## src/core/tppio_pkg.sv

```systemverilog
// tppio_pkg: register map, field positions and reset values of the
// three-port parallel i/o block.
// assumes a byte-wide register port on the 20 MHz system clock.
package tppio_pkg;
  localparam int unsigned PORT_W      = 8;
  localparam int unsigned ADDR_W      = 8;
  // register offsets (printed ones first, the rest chosen)
  localparam logic [7:0] OFF_PA_LATCH = 8'h00;
  localparam logic [7:0] OFF_PB_LATCH = 8'h01;
  localparam logic [7:0] OFF_PC_LATCH = 8'h02;
  localparam logic [7:0] OFF_PA_DIR   = 8'h04;
  localparam logic [7:0] OFF_PB_DIR   = 8'h05;
  localparam logic [7:0] OFF_PC_DIR   = 8'h06;
  localparam logic [7:0] OFF_PA_LED   = 8'h0C;
  // reset values
  localparam logic [7:0] DIR_RST      = 8'h00;
  localparam logic [7:0] LED_RST      = 8'h00;
  localparam logic [7:0] RD_UNMAPPED  = 8'h00;
  // adc channel-select codes that name a port a pin (0..7)
  localparam logic [4:0] ADC_PIN_MAX  = 5'h07;
  // port b field positions
  localparam int unsigned PB_SDA      = 0;
  localparam int unsigned PB_SCL      = 1;
  localparam int unsigned PB_TXD      = 2;
  localparam int unsigned PB_RXD      = 3;
  localparam logic [7:0] PB_OD_MASK   = 8'h0F;
  // port c field positions, then port c and port b peripheral masks and the timer edge/level port code
  localparam int unsigned PC_IRQ      = 0;
  localparam int unsigned PC_MISO     = 2;
  localparam int unsigned PC_MOSI     = 3;
  localparam int unsigned PC_SS       = 4;
  localparam int unsigned PC_SCK      = 5;
  localparam int unsigned PC_IR_TXD   = 6;
  localparam int unsigned PC_IR_RXD   = 7;
  localparam logic [7:0] PC_SPI_MASK  = 8'h3C;
  localparam logic [7:0] PC_IR_MASK   = 8'hC0;
  localparam logic [7:0] PB_TWI_MASK  = 8'h03;
  localparam logic [7:0] PB_SCI_MASK  = 8'h0C;
  localparam logic [1:0] ELS_PORT     = 2'h0;
endpackage : tppio_pkg

```

## src/core/tppio_top.sv

```systemverilog
// tppio_top: data latches and direction registers of ports a, b and c,
// the port a led-sink register, and pin read-back and peripheral take-over muxes.
// assumes pin inputs are asynchronous; peripheral enables and outputs come
// from logic on the same clock. open-drain resolution lives outside.
`timescale 1ns/1ps
`default_nettype none

// Notes on behaviour
// - direction one drives the latch onto the pin; zero leaves pin hi-z input
// - reset clears all direction bits of every port, pins become inputs
// - port a read returns latch for bits set as outputs
// - port a read returns sampled pin level for bits set as inputs
// - port b read selects latch or pin per direction bit likewise
// - data latch writes always land, whatever direction holds
// - reset leaves data latches untouched
// - eight led-enable bits, read/write; one selects strong sink drive on an output pin
// - port b bits 3..0 are open drain: pull low or release
// - two-wire enable hands port b bits 0,1 to that module
// - serial enable hands port b bits 2,3 to transmit and receive
// - timer edge/level select claims port b bits 4..7 as channel pins
// - port c bit 0 always feeds the second external interrupt
// - port c bit 0 pull-up is off when pull-up disable is set
// - spi enable claims port c bits 2..5 as miso, mosi, ss, sck
// - infrared serial enable claims port c bits 6,7 as transmit, receive
// - each port has eight data latches and eight direction bits
// - adc channel select claims the chosen port a pin as analog
// - port c read selects latch or pin per direction bit
module tppio_top
  import tppio_pkg::*;
(
  input  wire logic                        core_clk_i,
  input  wire logic                        rst_i,
  // register port
  input  wire logic [tppio_pkg::ADDR_W-1:0] reg_addr_i,
  input  wire logic [tppio_pkg::PORT_W-1:0] reg_wdata_i,
  input  wire logic                        reg_wr_i,
  input  wire logic                        reg_rd_i,
  output logic      [tppio_pkg::PORT_W-1:0] reg_rdata_o,
  // pins
  input  wire logic [tppio_pkg::PORT_W-1:0] port_a_pin_i,
  output logic      [tppio_pkg::PORT_W-1:0] port_a_pin_o,
  output logic      [tppio_pkg::PORT_W-1:0] port_a_pin_oe_o,
  output logic      [tppio_pkg::PORT_W-1:0] port_a_strong_sink_o,
  output logic      [tppio_pkg::PORT_W-1:0] port_a_analog_o,
  input  wire logic [tppio_pkg::PORT_W-1:0] port_b_pin_i,
  output logic      [tppio_pkg::PORT_W-1:0] port_b_pin_o,
  output logic      [tppio_pkg::PORT_W-1:0] port_b_pin_oe_o,
  input  wire logic [tppio_pkg::PORT_W-1:0] port_c_pin_i,
  output logic      [tppio_pkg::PORT_W-1:0] port_c_pin_o,
  output logic      [tppio_pkg::PORT_W-1:0] port_c_pin_oe_o,
  output logic                             port_c0_pullup_en_o,
  // peripheral controls
  input  wire logic                        adc_enable_i,
  input  wire logic [4:0]                  adc_channel_select_i,
  input  wire logic                        two_wire_module_enable_i,
  input  wire logic                        two_wire_sda_low_i,
  input  wire logic                        two_wire_scl_low_i,
  input  wire logic                        serial_unit_enable_i,
  input  wire logic                        serial_txd_i,
  input  wire logic [1:0]                  timer_one_ch0_els_i,
  input  wire logic [1:0]                  timer_one_ch1_els_i,
  input  wire logic [1:0]                  timer_two_ch0_els_i,
  input  wire logic [1:0]                  timer_two_ch1_els_i,
  input  wire logic [3:0]                  timer_ch_out_i,
  input  wire logic [3:0]                  timer_ch_oe_i,
  input  wire logic                        port_c0_pullup_disable_i,
  input  wire logic                        spi_unit_enable_i,
  input  wire logic [3:0]                  spi_out_i,
  input  wire logic [3:0]                  spi_oe_i,
  input  wire logic                        infrared_serial_unit_enable_i,
  input  wire logic                        infrared_serial_transmit_i,
  // synchronised pin levels back to the peripherals
  output logic      [tppio_pkg::PORT_W-1:0] port_b_sync_o,
  output logic      [tppio_pkg::PORT_W-1:0] port_c_sync_o,
  output logic                             second_external_interrupt_o
);
  import tppio_pkg::*;

  // eight latches and directions per port
  logic [PORT_W-1:0] pa_latch_reg, pb_latch_reg, pc_latch_reg;
  logic [PORT_W-1:0] pa_dir_reg, pb_dir_reg, pc_dir_reg;
  logic [PORT_W-1:0] pa_led_reg;
  logic [PORT_W-1:0] rdata_reg;
  logic [PORT_W-1:0] pa_s1_reg, pa_s2_reg, pa_s3_reg, pa_lvl_reg;
  logic [PORT_W-1:0] pb_s1_reg, pb_s2_reg, pb_s3_reg, pb_lvl_reg;
  logic [PORT_W-1:0] pc_s1_reg, pc_s2_reg, pc_s3_reg, pc_lvl_reg;
  logic [PORT_W-1:0] pa_read, pb_read, pc_read;
  logic [PORT_W-1:0] rdata_next;
  logic [PORT_W-1:0] adc_claim;
  logic [3:0]        timer_claim;

  // pin synchronisers: three stages, level accepted once stages 2 and 3 agree
  always_ff @(posedge core_clk_i) begin
    pa_s1_reg <= port_a_pin_i;
    pa_s2_reg <= pa_s1_reg;
    pa_s3_reg <= pa_s2_reg;
    pb_s1_reg <= port_b_pin_i;
    pb_s2_reg <= pb_s1_reg;
    pb_s3_reg <= pb_s2_reg;
    pc_s1_reg <= port_c_pin_i;
    pc_s2_reg <= pc_s1_reg;
    pc_s3_reg <= pc_s2_reg;
  end

  // accepted levels hold until two stages agree, filtering one-cycle glitches
  genvar gi;
  generate
    for (gi = 0; gi < PORT_W; gi++) begin : g_filt
      always_ff @(posedge core_clk_i) begin
        if (pa_s2_reg[gi] == pa_s3_reg[gi]) begin
          pa_lvl_reg[gi] <= pa_s3_reg[gi];
        end
        if (pb_s2_reg[gi] == pb_s3_reg[gi]) begin
          pb_lvl_reg[gi] <= pb_s3_reg[gi];
        end
        if (pc_s2_reg[gi] == pc_s3_reg[gi]) begin
          pc_lvl_reg[gi] <= pc_s3_reg[gi];
        end
      end
    end
  endgenerate

  // no reset term: latches keep their value through reset
  // captured on the edge of the write cycle
  always_ff @(posedge core_clk_i) begin
    if (reg_wr_i) begin
      if (reg_addr_i == OFF_PA_LATCH) begin
        pa_latch_reg <= reg_wdata_i;
      end else if (reg_addr_i == OFF_PB_LATCH) begin
        pb_latch_reg <= reg_wdata_i;
      end else if (reg_addr_i == OFF_PC_LATCH) begin
        pc_latch_reg <= reg_wdata_i;
      end
    end
  end

  // led enables read/write, cleared on reset
  always_ff @(posedge core_clk_i) begin
    if (rst_i) begin
      pa_dir_reg <= DIR_RST;
      pb_dir_reg <= DIR_RST;
      pc_dir_reg <= DIR_RST;
      pa_led_reg <= LED_RST;
    end else if (reg_wr_i) begin
      if (reg_addr_i == OFF_PA_DIR) begin
        pa_dir_reg <= reg_wdata_i;
      end else if (reg_addr_i == OFF_PB_DIR) begin
        pb_dir_reg <= reg_wdata_i;
      end else if (reg_addr_i == OFF_PC_DIR) begin
        pc_dir_reg <= reg_wdata_i;
      end else if (reg_addr_i == OFF_PA_LED) begin
        pa_led_reg <= reg_wdata_i;
      end
    end
  end

  // latch for outputs, pin for inputs
  always_comb begin
    pa_read = (pa_dir_reg & pa_latch_reg) | (~pa_dir_reg & pa_lvl_reg);
    pb_read = (pb_dir_reg & pb_latch_reg) | (~pb_dir_reg & pb_lvl_reg);
    pc_read = (pc_dir_reg & pc_latch_reg) | (~pc_dir_reg & pc_lvl_reg);
  end

  // read decode; unmapped addresses answer zero
  always_comb begin
    rdata_next = RD_UNMAPPED;
    if (reg_addr_i == OFF_PA_LATCH) begin
      rdata_next = pa_read;
    end else if (reg_addr_i == OFF_PB_LATCH) begin
      rdata_next = pb_read;
    end else if (reg_addr_i == OFF_PC_LATCH) begin
      rdata_next = pc_read;
    end else if (reg_addr_i == OFF_PA_DIR) begin
      rdata_next = pa_dir_reg;
    end else if (reg_addr_i == OFF_PB_DIR) begin
      rdata_next = pb_dir_reg;
    end else if (reg_addr_i == OFF_PC_DIR) begin
      rdata_next = pc_dir_reg;
    end else if (reg_addr_i == OFF_PA_LED) begin
      rdata_next = pa_led_reg;
    end
  end

  // read data stands only in the cycle after the strobe
  always_ff @(posedge core_clk_i) begin
    if (rst_i) begin
      rdata_reg <= RD_UNMAPPED;
    end else if (reg_rd_i) begin
      rdata_reg <= rdata_next;
    end else begin
      rdata_reg <= RD_UNMAPPED;
    end
  end
  assign reg_rdata_o = rdata_reg;

  // adc claims the selected port a pin when enabled
  always_comb begin
    adc_claim = '0;
    if (adc_enable_i && (adc_channel_select_i <= ADC_PIN_MAX)) begin
      adc_claim[adc_channel_select_i[2:0]] = 1'b1;
    end
  end

  // port a driver follows direction, analog pin released
  // strong sink only on output pins
  always_comb begin
    port_a_pin_o         = pa_latch_reg;
    port_a_pin_oe_o      = pa_dir_reg & ~adc_claim;
    port_a_strong_sink_o = pa_led_reg & pa_dir_reg & ~adc_claim;
    port_a_analog_o      = adc_claim;
  end

  // any non-zero edge/level select gives the pin to its timer
  always_comb begin
    timer_claim[0] = (timer_one_ch0_els_i != ELS_PORT);
    timer_claim[1] = (timer_one_ch1_els_i != ELS_PORT);
    timer_claim[2] = (timer_two_ch0_els_i != ELS_PORT);
    timer_claim[3] = (timer_two_ch1_els_i != ELS_PORT);
  end

  // port b mux; bits 3..0 open drain, so they only ever drive low
  always_comb begin
    logic [PORT_W-1:0] want_low;
    want_low        = '0;
    port_b_pin_o    = pb_latch_reg;
    port_b_pin_oe_o = pb_dir_reg;
    // two-wire module owns sda and scl
    if (two_wire_module_enable_i) begin
      port_b_pin_o[PB_SDA]    = ~two_wire_sda_low_i;
      port_b_pin_oe_o[PB_SDA] = 1'b1;
      port_b_pin_o[PB_SCL]    = ~two_wire_scl_low_i;
      port_b_pin_oe_o[PB_SCL] = 1'b1;
    end
    // serial unit transmits on bit 2, receive bit 3 is input
    if (serial_unit_enable_i) begin
      port_b_pin_o[PB_TXD]    = serial_txd_i;
      port_b_pin_oe_o[PB_TXD] = 1'b1;
      port_b_pin_oe_o[PB_RXD] = 1'b0;
    end
    for (int i = 0; i < 4; i++) begin
      if (timer_claim[i]) begin
        port_b_pin_o[i+4]    = timer_ch_out_i[i];
        port_b_pin_oe_o[i+4] = timer_ch_oe_i[i];
      end
    end
    // open drain: enable only while pulling low, drive value zero
    want_low        = port_b_pin_oe_o & ~port_b_pin_o;
    port_b_pin_oe_o = (port_b_pin_oe_o & ~PB_OD_MASK) | (want_low & PB_OD_MASK);
    port_b_pin_o    = port_b_pin_o & ~PB_OD_MASK;
  end

  // port c mux
  always_comb begin
    port_c_pin_o    = pc_latch_reg;
    port_c_pin_oe_o = pc_dir_reg;
    if (spi_unit_enable_i) begin
      port_c_pin_o[PC_SCK:PC_MISO]    = spi_out_i;
      port_c_pin_oe_o[PC_SCK:PC_MISO] = spi_oe_i;
    end
    if (infrared_serial_unit_enable_i) begin
      port_c_pin_o[PC_IR_TXD]    = infrared_serial_transmit_i;
      port_c_pin_oe_o[PC_IR_TXD] = 1'b1;
      port_c_pin_o[PC_IR_RXD]    = 1'b0;
      port_c_pin_oe_o[PC_IR_RXD] = 1'b0;
    end
  end

  assign port_c0_pullup_en_o = ~port_c0_pullup_disable_i;

  // pin level always reaches the interrupt, even as plain i/o
  assign second_external_interrupt_o = pc_lvl_reg[PC_IRQ];
  assign port_b_sync_o = pb_lvl_reg;
  assign port_c_sync_o = pc_lvl_reg;

endmodule : tppio_top

`default_nettype wire

```

## config.mk

```make
export PLATFORM = sky130hd
export DESIGN_NAME = tppio_top
export DESIGN_NICKNAME = d
export VERILOG_FILES = /design/src/core/tppio_pkg.sv /design/src/core/tppio_top.sv
export SDC_FILE = /design/constraint.sdc
export NUM_CORES = 1
export LEC_CHECK = 0
export ABC_AREA = 1
export BUFFER_PORTS_ARGS = -buffer_cell sky130_fd_sc_hd__buf_2
export CAP_MARGIN = 20
export CORE_ASPECT_RATIO = 0.5
export CORE_MARGIN = 4
export CORE_UTILIZATION = 51
export DETAILED_ROUTE_END_ITERATION = 8
export PLACE_DENSITY = 0.9
export SLEW_MARGIN = 5
export SYNTH_ARGS = -nofsm -noshare
export SYNTH_HDL_FRONTEND = slang
export SYNTH_SLANG_ARGS = --single-unit
```

## constraint.sdc

```tcl
create_clock -name core_clk_i -period 2.11 [get_ports core_clk_i]
set_input_delay 0.3165 -clock core_clk_i [delete_from_list [all_inputs] [get_ports core_clk_i]]
set_output_delay 0.3165 -clock core_clk_i [all_outputs]
set_load 0.03 [all_outputs]
```

==> metrics.csv, run 1 <==
metric,value,unit
Buffers on Ports,168,
crit path DAT,1.47,ns
Die W,161,um
Final Setup Violations,0,
Cells after Synth,559,
post-synthesis cell area,5940,um2
most common cell in the netlist,dfxtp_1,
adder-cell share of the synthesized area,0,%
setup TNS,0,ns
die height,84.3,um
Cell variety after synth,40,
final setup margin,0.327,ns
fill count,746,
VDD IR-drop max,0.510,mV
initial antenna violation count,0,
hpwl dp,10700,um
Synth Area per Inst,10.6,um2
register area share after synthesis,62.0,%
worst setup path end,port_b_pin_oe_o[3],
final period utilization,84.5,%
final hold vios,0,
Rows,27,
First-pass DRT Iterations,6,
Final Util,69.2,%
clk buf depth,2,
Synth Flop Type,dfxtp_1,
Achievable Freq,561,MHz
top post-synthesis cells by count,"112 x dfxtp_1, 57 x nor2_1, 54 x nand2_1",
R2R Setup Slk,0.90,ns
clock root cell,clkbuf_16,
cts bufs inserted,17,
layout cells sized above 1,34.7,%
Worst setup startpoint,pb_dir_reg[3],
H-Tree Depth,4,
leakage,0.00336,uW
Worst Hold Class,in -> reg,
Place WS,-0.0697,ns
Overall Global Routing Usage,22.3,%
fin. max-slew vios,0,
yosys warns,0,
post-route minimum period,1.78,ns
Final Skew,0.00579,ns
"Data required, critical path",1.79,ns
post-synth top area share,37.7,%
GRT overflow,0,
critical path class,reg -> out,
reg2reg start,pa_dir_reg[5],
diode count,0,
Worst Path Max Fanout,3,
post-synthesis simple-gate area fraction,16.6,%
Rel. slew slack,66.0,%
vias after detailed routing,4758,
Layout area overhead,30.3,%
DR vias/cell,5.09,
largest area contributor in the netlist,dfxtp_1,
post-synthesis xor/xnor area fraction,3.54,%
largest net degree at the start of global routing,33,
Power Dens Cells,891,nW/um2
Synth Area in Compound Gates,9.10,%
Starting Density,53.1,%
CP Capture Type,primary output,
DR iter-0 viols,391,
Worst-Margin Slew,0.509,ns
max-cap violation count,0,
"FF+latch count, synth",160,
clock sinks,160,
RD Place Congestion,0.864,
DR DRC count,0,
Top Ports,173,
fraction of registers with async set/reset,0,%
cell count of the worst reg-to-reg path,6,
nets,845,
vias in the first global route,4715,
post-cts sizing count,0,
Setup Buffers After CTS,0,
Area after DPL,6910,um2
status,"complete, no violations",
reg-to-reg endpoint,reg_rdata_o[5],
Finished Cell Area,7740,um2
main combinational cell family by area after synthesis,simple AND/OR/NAND/NOR gates,
CTS tree,done,
critical path launch point type,flop,
final wirelength,14900,um
"EDFF count, synth",48,
multiplexer share of the synthesized area,2.27,%
post-DR wirelength/cell,16.0,um
top post-synthesis cells by area,"dfxtp_1 38%, edfxtp_1 24%, nor2_1 3.6%",
clock-pin transition on the worst setup and hold timing paths,0.06,ns
remaining antenna violation count after routing,0,
RSZ-0062 raised after global routing,no,
CORE AREA,11200,um2
first-pass GRT wire length,23600,um
die area,13500,um2
clk_lat worst skew,0.42,ns
-- critical path: stages, from the launching register on --
cell     delay, ns
dfxtp_1       0.37
inv_1         0.09
or2_2         0.30
nor2_1        0.09
buf_2         0.20
-- cell usage in the layout (no fill, tap or decap), types with 7 or more instances in the layout --
master         count
mux2_2            12
buf_4              9
edfxtp_1          48
o211ai_1          11
nand2_1           54
xnor2_1           24
o21ai_0           31
nand3_1           36
dfxtp_1          112
dlygate4sd3_1     23
inv_1             52
o21ai_1           10
a21oi_2           10
nor3_1             9
a21oi_1           23
buf_2            169
clkbuf_16         18
or2_2              7
nor2_1            57
-- power by group --
part	switching, uW	internal (uW)
Sequential	59.7	3290
Combinational	306	198
Clock	1180	1870
-- layer usage --
layer  up-vias  track usage [%]  wire length [um]
met5         -                0                 0
met4         0             9.91               406
met3        48             5.79              1230
met2       226             38.0              7360
met1      2221             26.9              5930
li1       2263                -                 -
-- stage by stage --
stage / power (uW) / instances / hold slack (ns)
floorplan: 3690 / 562 / 0.310
global placement: 3860 / 878 / 0.310
detailed placement: 3880 / 878 / 0.312
finish: 6900 / 934 / 0.0104
CTS: 6930 / 933 / 0.00394
global route: 7130 / 934 / 0.000993
-- how the worst min path moves through the flow --
stage	end	cells after the start	start
6_report	pb_s1_reg[0]	1	port_b_pin_i[0]
5_1_grt	pb_s1_reg[0]	1	port_b_pin_i[0]
4_1_cts	pb_s1_reg[0]	1	port_b_pin_i[0]
3_5_place_dp	pb_s2_reg[1]	0	pb_s1_reg[1]
3_3_place_gp	pc_s2_reg[3]	0	pc_s1_reg[3]
2_1_floorplan	pa_s2_reg[0]	0	pa_s1_reg[0]
-- cells by family after synthesis --
kind of cell,Yosys count
other,1
multiplexers,12
XOR/XNOR,24
buffers and inverters,78
AO/OA/AOI/OAI,91
AND/OR/NAND/NOR,193
flip-flops,160
-- what timing repair did --
action	in CTS	in global routing
setup endpoints to repair	0	0
hold endpoints to repair	23	0
hold buffers	23	0
-- final cells by class --
class                      count  area [um2]  share of cell area, %
clock buffer                  23         489                   6.32
clock inverter                 9         105                   1.36
inverter                      58         220                   2.84
multi-input combinational    324        1900                   24.6
sequential                   160        3680                   47.6
tap                          159         199                   2.57
timing repair buffer         201        1140                   14.8
(Power assumes the default switching activity.)
==> run 2: changes to the inputs <==
==> constraint.sdc (replaced) <==
create_clock -name core_clk_i -period 1.7 [get_ports core_clk_i]
set_input_delay 0.255 -clock core_clk_i [delete_from_list [all_inputs] [get_ports core_clk_i]]
set_output_delay 0.255 -clock core_clk_i [all_outputs]
set_load 0.03 [all_outputs]
==> run 2 against run 1 <==
First-iteration DRC count down 2.6%. Combinational power rose by 25%. Die area did not move. Worst setup slack lost 0.29 ns. Critical path depth shrank 1. Final cell count increased by 0.43%. Sequential power rose by 24%. Via count is 1.2% higher. Critical endpoint unchanged.
==> metrics.csv, run 2 (synthesis results as in run 1) <==
metric,value,unit,change
DR vias/cell,5.14,,was 5.09
clock-pin transition on the worst setup and hold timing paths,0.06,ns,about the same
Final Setup Violations,0,,unchanged
Layout area overhead,31.2,%,was 30.3%
Top Ports,173,,unchanged
final wirelength,15100,um,was 14900 um
CTS tree,done,,unchanged
die area,13500,um2,unchanged
Overall Global Routing Usage,22.1,%,was 22.3%
setup TNS,0,ns,unchanged
Hold Path Depth,1,,unchanged
Worst setup startpoint,pb_latch_reg[3],,was pb_dir_reg[3]
clock power share,43.2,%,was 44.2%
first-pass GRT wire length,23700,um,was 23600 um
RD Place Congestion,0.877,,was 0.864
"commonest non-fill, non-tap cells in the layout","166 x buf_2, 111 x dfxtp_1, 56 x nor2_1",,"was 169 x buf_2, 112 x dfxtp_1, 57 x nor2_1"
Comb power frac,7.5,%,was 7.3%
Critical Path Max Stage Delay,0.44,ns,was 0.37 ns
diode count,0,,unchanged
Sw Pwr,2030,uW,was 1540 uW
reg-to-reg endpoint,reg_rdata_o[3],,was reg_rdata_o[5]
largest net degree at the start of global routing,33,,unchanged
Worst Hold Class,in -> reg,,unchanged
final period utilization,98.1,%,
clk buf depth,2,,unchanged
layout cells sized above 1,35.7,%,was 34.7%
critical-path cell list,or2_4 -> nor2_1 -> buf_4,,was inv_1 -> or2_2 -> nor2_1 -> buf_2
DR iter-0 viols,381,,was 391
leakage,0.00338,uW,was 0.00336 uW
Final Util,69.7,%,was 69.2%
Worst Path Max Fanout,2,,was 3
Buffers on Ports,168,,unchanged
CORE AREA,11200,um2,unchanged
max-cap violation count,0,,unchanged
Pwr Total,8420,uW,was 6900 uW
Power Dens Cells,1080,nW/um2,was 891 nW/um2
final hold vios,0,,unchanged
critical path class,reg -> out,,unchanged
share of total power in sequential cells,49.4,%,was 48.5%
VDD IR-drop max,0.643,mV,was 0.510 mV
hpwl dp,10700,um,about the same
GRT overflow,0,,unchanged
fin. max-slew vios,0,,unchanged
R2R Setup Slk,0.48,ns,was 0.90 ns
clock sinks,160,,unchanged
post-route minimum period,1.67,ns,
CP Capture Type,primary output,,unchanged
critical path launch point type,flop,,unchanged
clk_lat worst skew,0.42,ns,about the same
H-Tree Depth,4,,unchanged
Hold Startpoint,reg_wdata_i[1],,was port_b_pin_i[0]
Area after DPL,6970,um2,was 6910 um2
initial antenna violation count,0,,unchanged
DR DRC count,0,,unchanged
Die W,161,um,unchanged
die height,84.3,um,unchanged
Starting Density,53.1,%,unchanged
cell count of the worst reg-to-reg path,6,,unchanged
"Data required, critical path",1.44,ns,was 1.79 ns
First-pass DRT Iterations,6,,unchanged
Sw Ratio,24.1,%,was 22.4%
vias in the first global route,4824,,was 4715
Int Pwr,6400,uW,was 5360 uW
post-DR wirelength/cell,16.1,um,was 16.0 um
clock root cell,clkbuf_16,,unchanged
cts bufs inserted,17,,unchanged
worst hold path endpoint,pc_latch_reg[1],,was pb_s1_reg[0]
remaining antenna violation count after routing,0,,unchanged
reg2reg start,pa_dir_reg[3],,was pa_dir_reg[5]
Setup Buffers After CTS,0,,unchanged
Crit-path slowest cell,edfxtp_1,,was dfxtp_1
nets,849,,was 845
vias after detailed routing,4817,,was 4758
Finished Cell Area,7800,um2,was 7740 um2
Rows,27,,unchanged
"commonest non-fill, non-tap cell in the layout",buf_2,,unchanged
crit path DAT,1.41,ns,was 1.47 ns
Crit path max-delay family,flip-flops,,was simple AND/OR/NAND/NOR gates
Achievable Freq,600,MHz,
status,"complete, no violations",,unchanged
WP buf/inv,1,,was 2
Final Skew,0.00604,ns,was 0.00579 ns
run 2: through the flow:
| step | cells | worst slack, ns | hold slack, ns |
|---|---|---|---|
| after detailed placement | 882 | 0.119 | 0.312 |
| after floorplan | 562 | 0.0548 | 0.283 |
| after global placement | 882 | 0.213 | 0.310 |
| final | 938 | 0.0323 | 0.115 |
| after CTS | 938 | 0.0235 | 0.0965 |
| after global routing | 938 | -0.0360 | 0.100 |
run 2: per-layer routing:
| metal | track usage (%) | vias up | share of wire [%] |
|---|---|---|---|
| li1 | - | 2282 | - |
| met1 | 25.7 | 2234 | 38 |
| met2 | 39.4 | 249 | 51 |
| met3 | 6.18 | 52 | 8.3 |
| met4 | 8.27 | 0 | 2.9 |
| met5 | 0 | - | 0 |
run 2: final cells by class:
type                       count  area (um2)
clock buffer                  20         479
clock inverter                12        95.1
fill                         767        3380
inverter                      58         220
multi-input combinational    324        1910
sequential                   160        3680
tap                          159         199
timing repair buffer         205        1210
run 2: worst max path at each step:
stage | endpoint | slack, ns | cells past startpoint
finish | port_b_pin_oe_o[3] | 0.03 | 3
floorplan | port_a_strong_sink_o[6] | 0.05 | 4
CTS | port_b_pin_oe_o[2] | 0.02 | 5
detailed placement | pa_led_reg[5] | 0.12 | 7
global route | port_b_pin_oe_o[3] | -0.04 | 3
global placement | pb_latch_reg[5] | 0.21 | 7
run 2: worst register-to-register path, cell delays in order (launching register included):
cell and delay, ns:
dfxtp_1 0.34, inv_1 0.10, or2_2 0.30, o211ai_1 0.10
nand4_1 0.12, nand2_1 0.09, inv_1 0.06
run 2: power by group through the flow:
stage	clock network [uW]	logic (uW)	registers (uW)
2_1_floorplan	0	298	4280
5_1_grt	3840	673	4170
3_5_place_dp	0	577	4240
3_3_place_gp	0	562	4230
4_1_cts	3670	624	4160
6_report	3640	629	4160
run 2: timing repair:
item,4_1_cts,5_1_grt
hold buffers,24,0
hold endpoints to repair,24,0
resized for setup,2,3
setup endpoints to repair,1,2
pin swaps,0,0
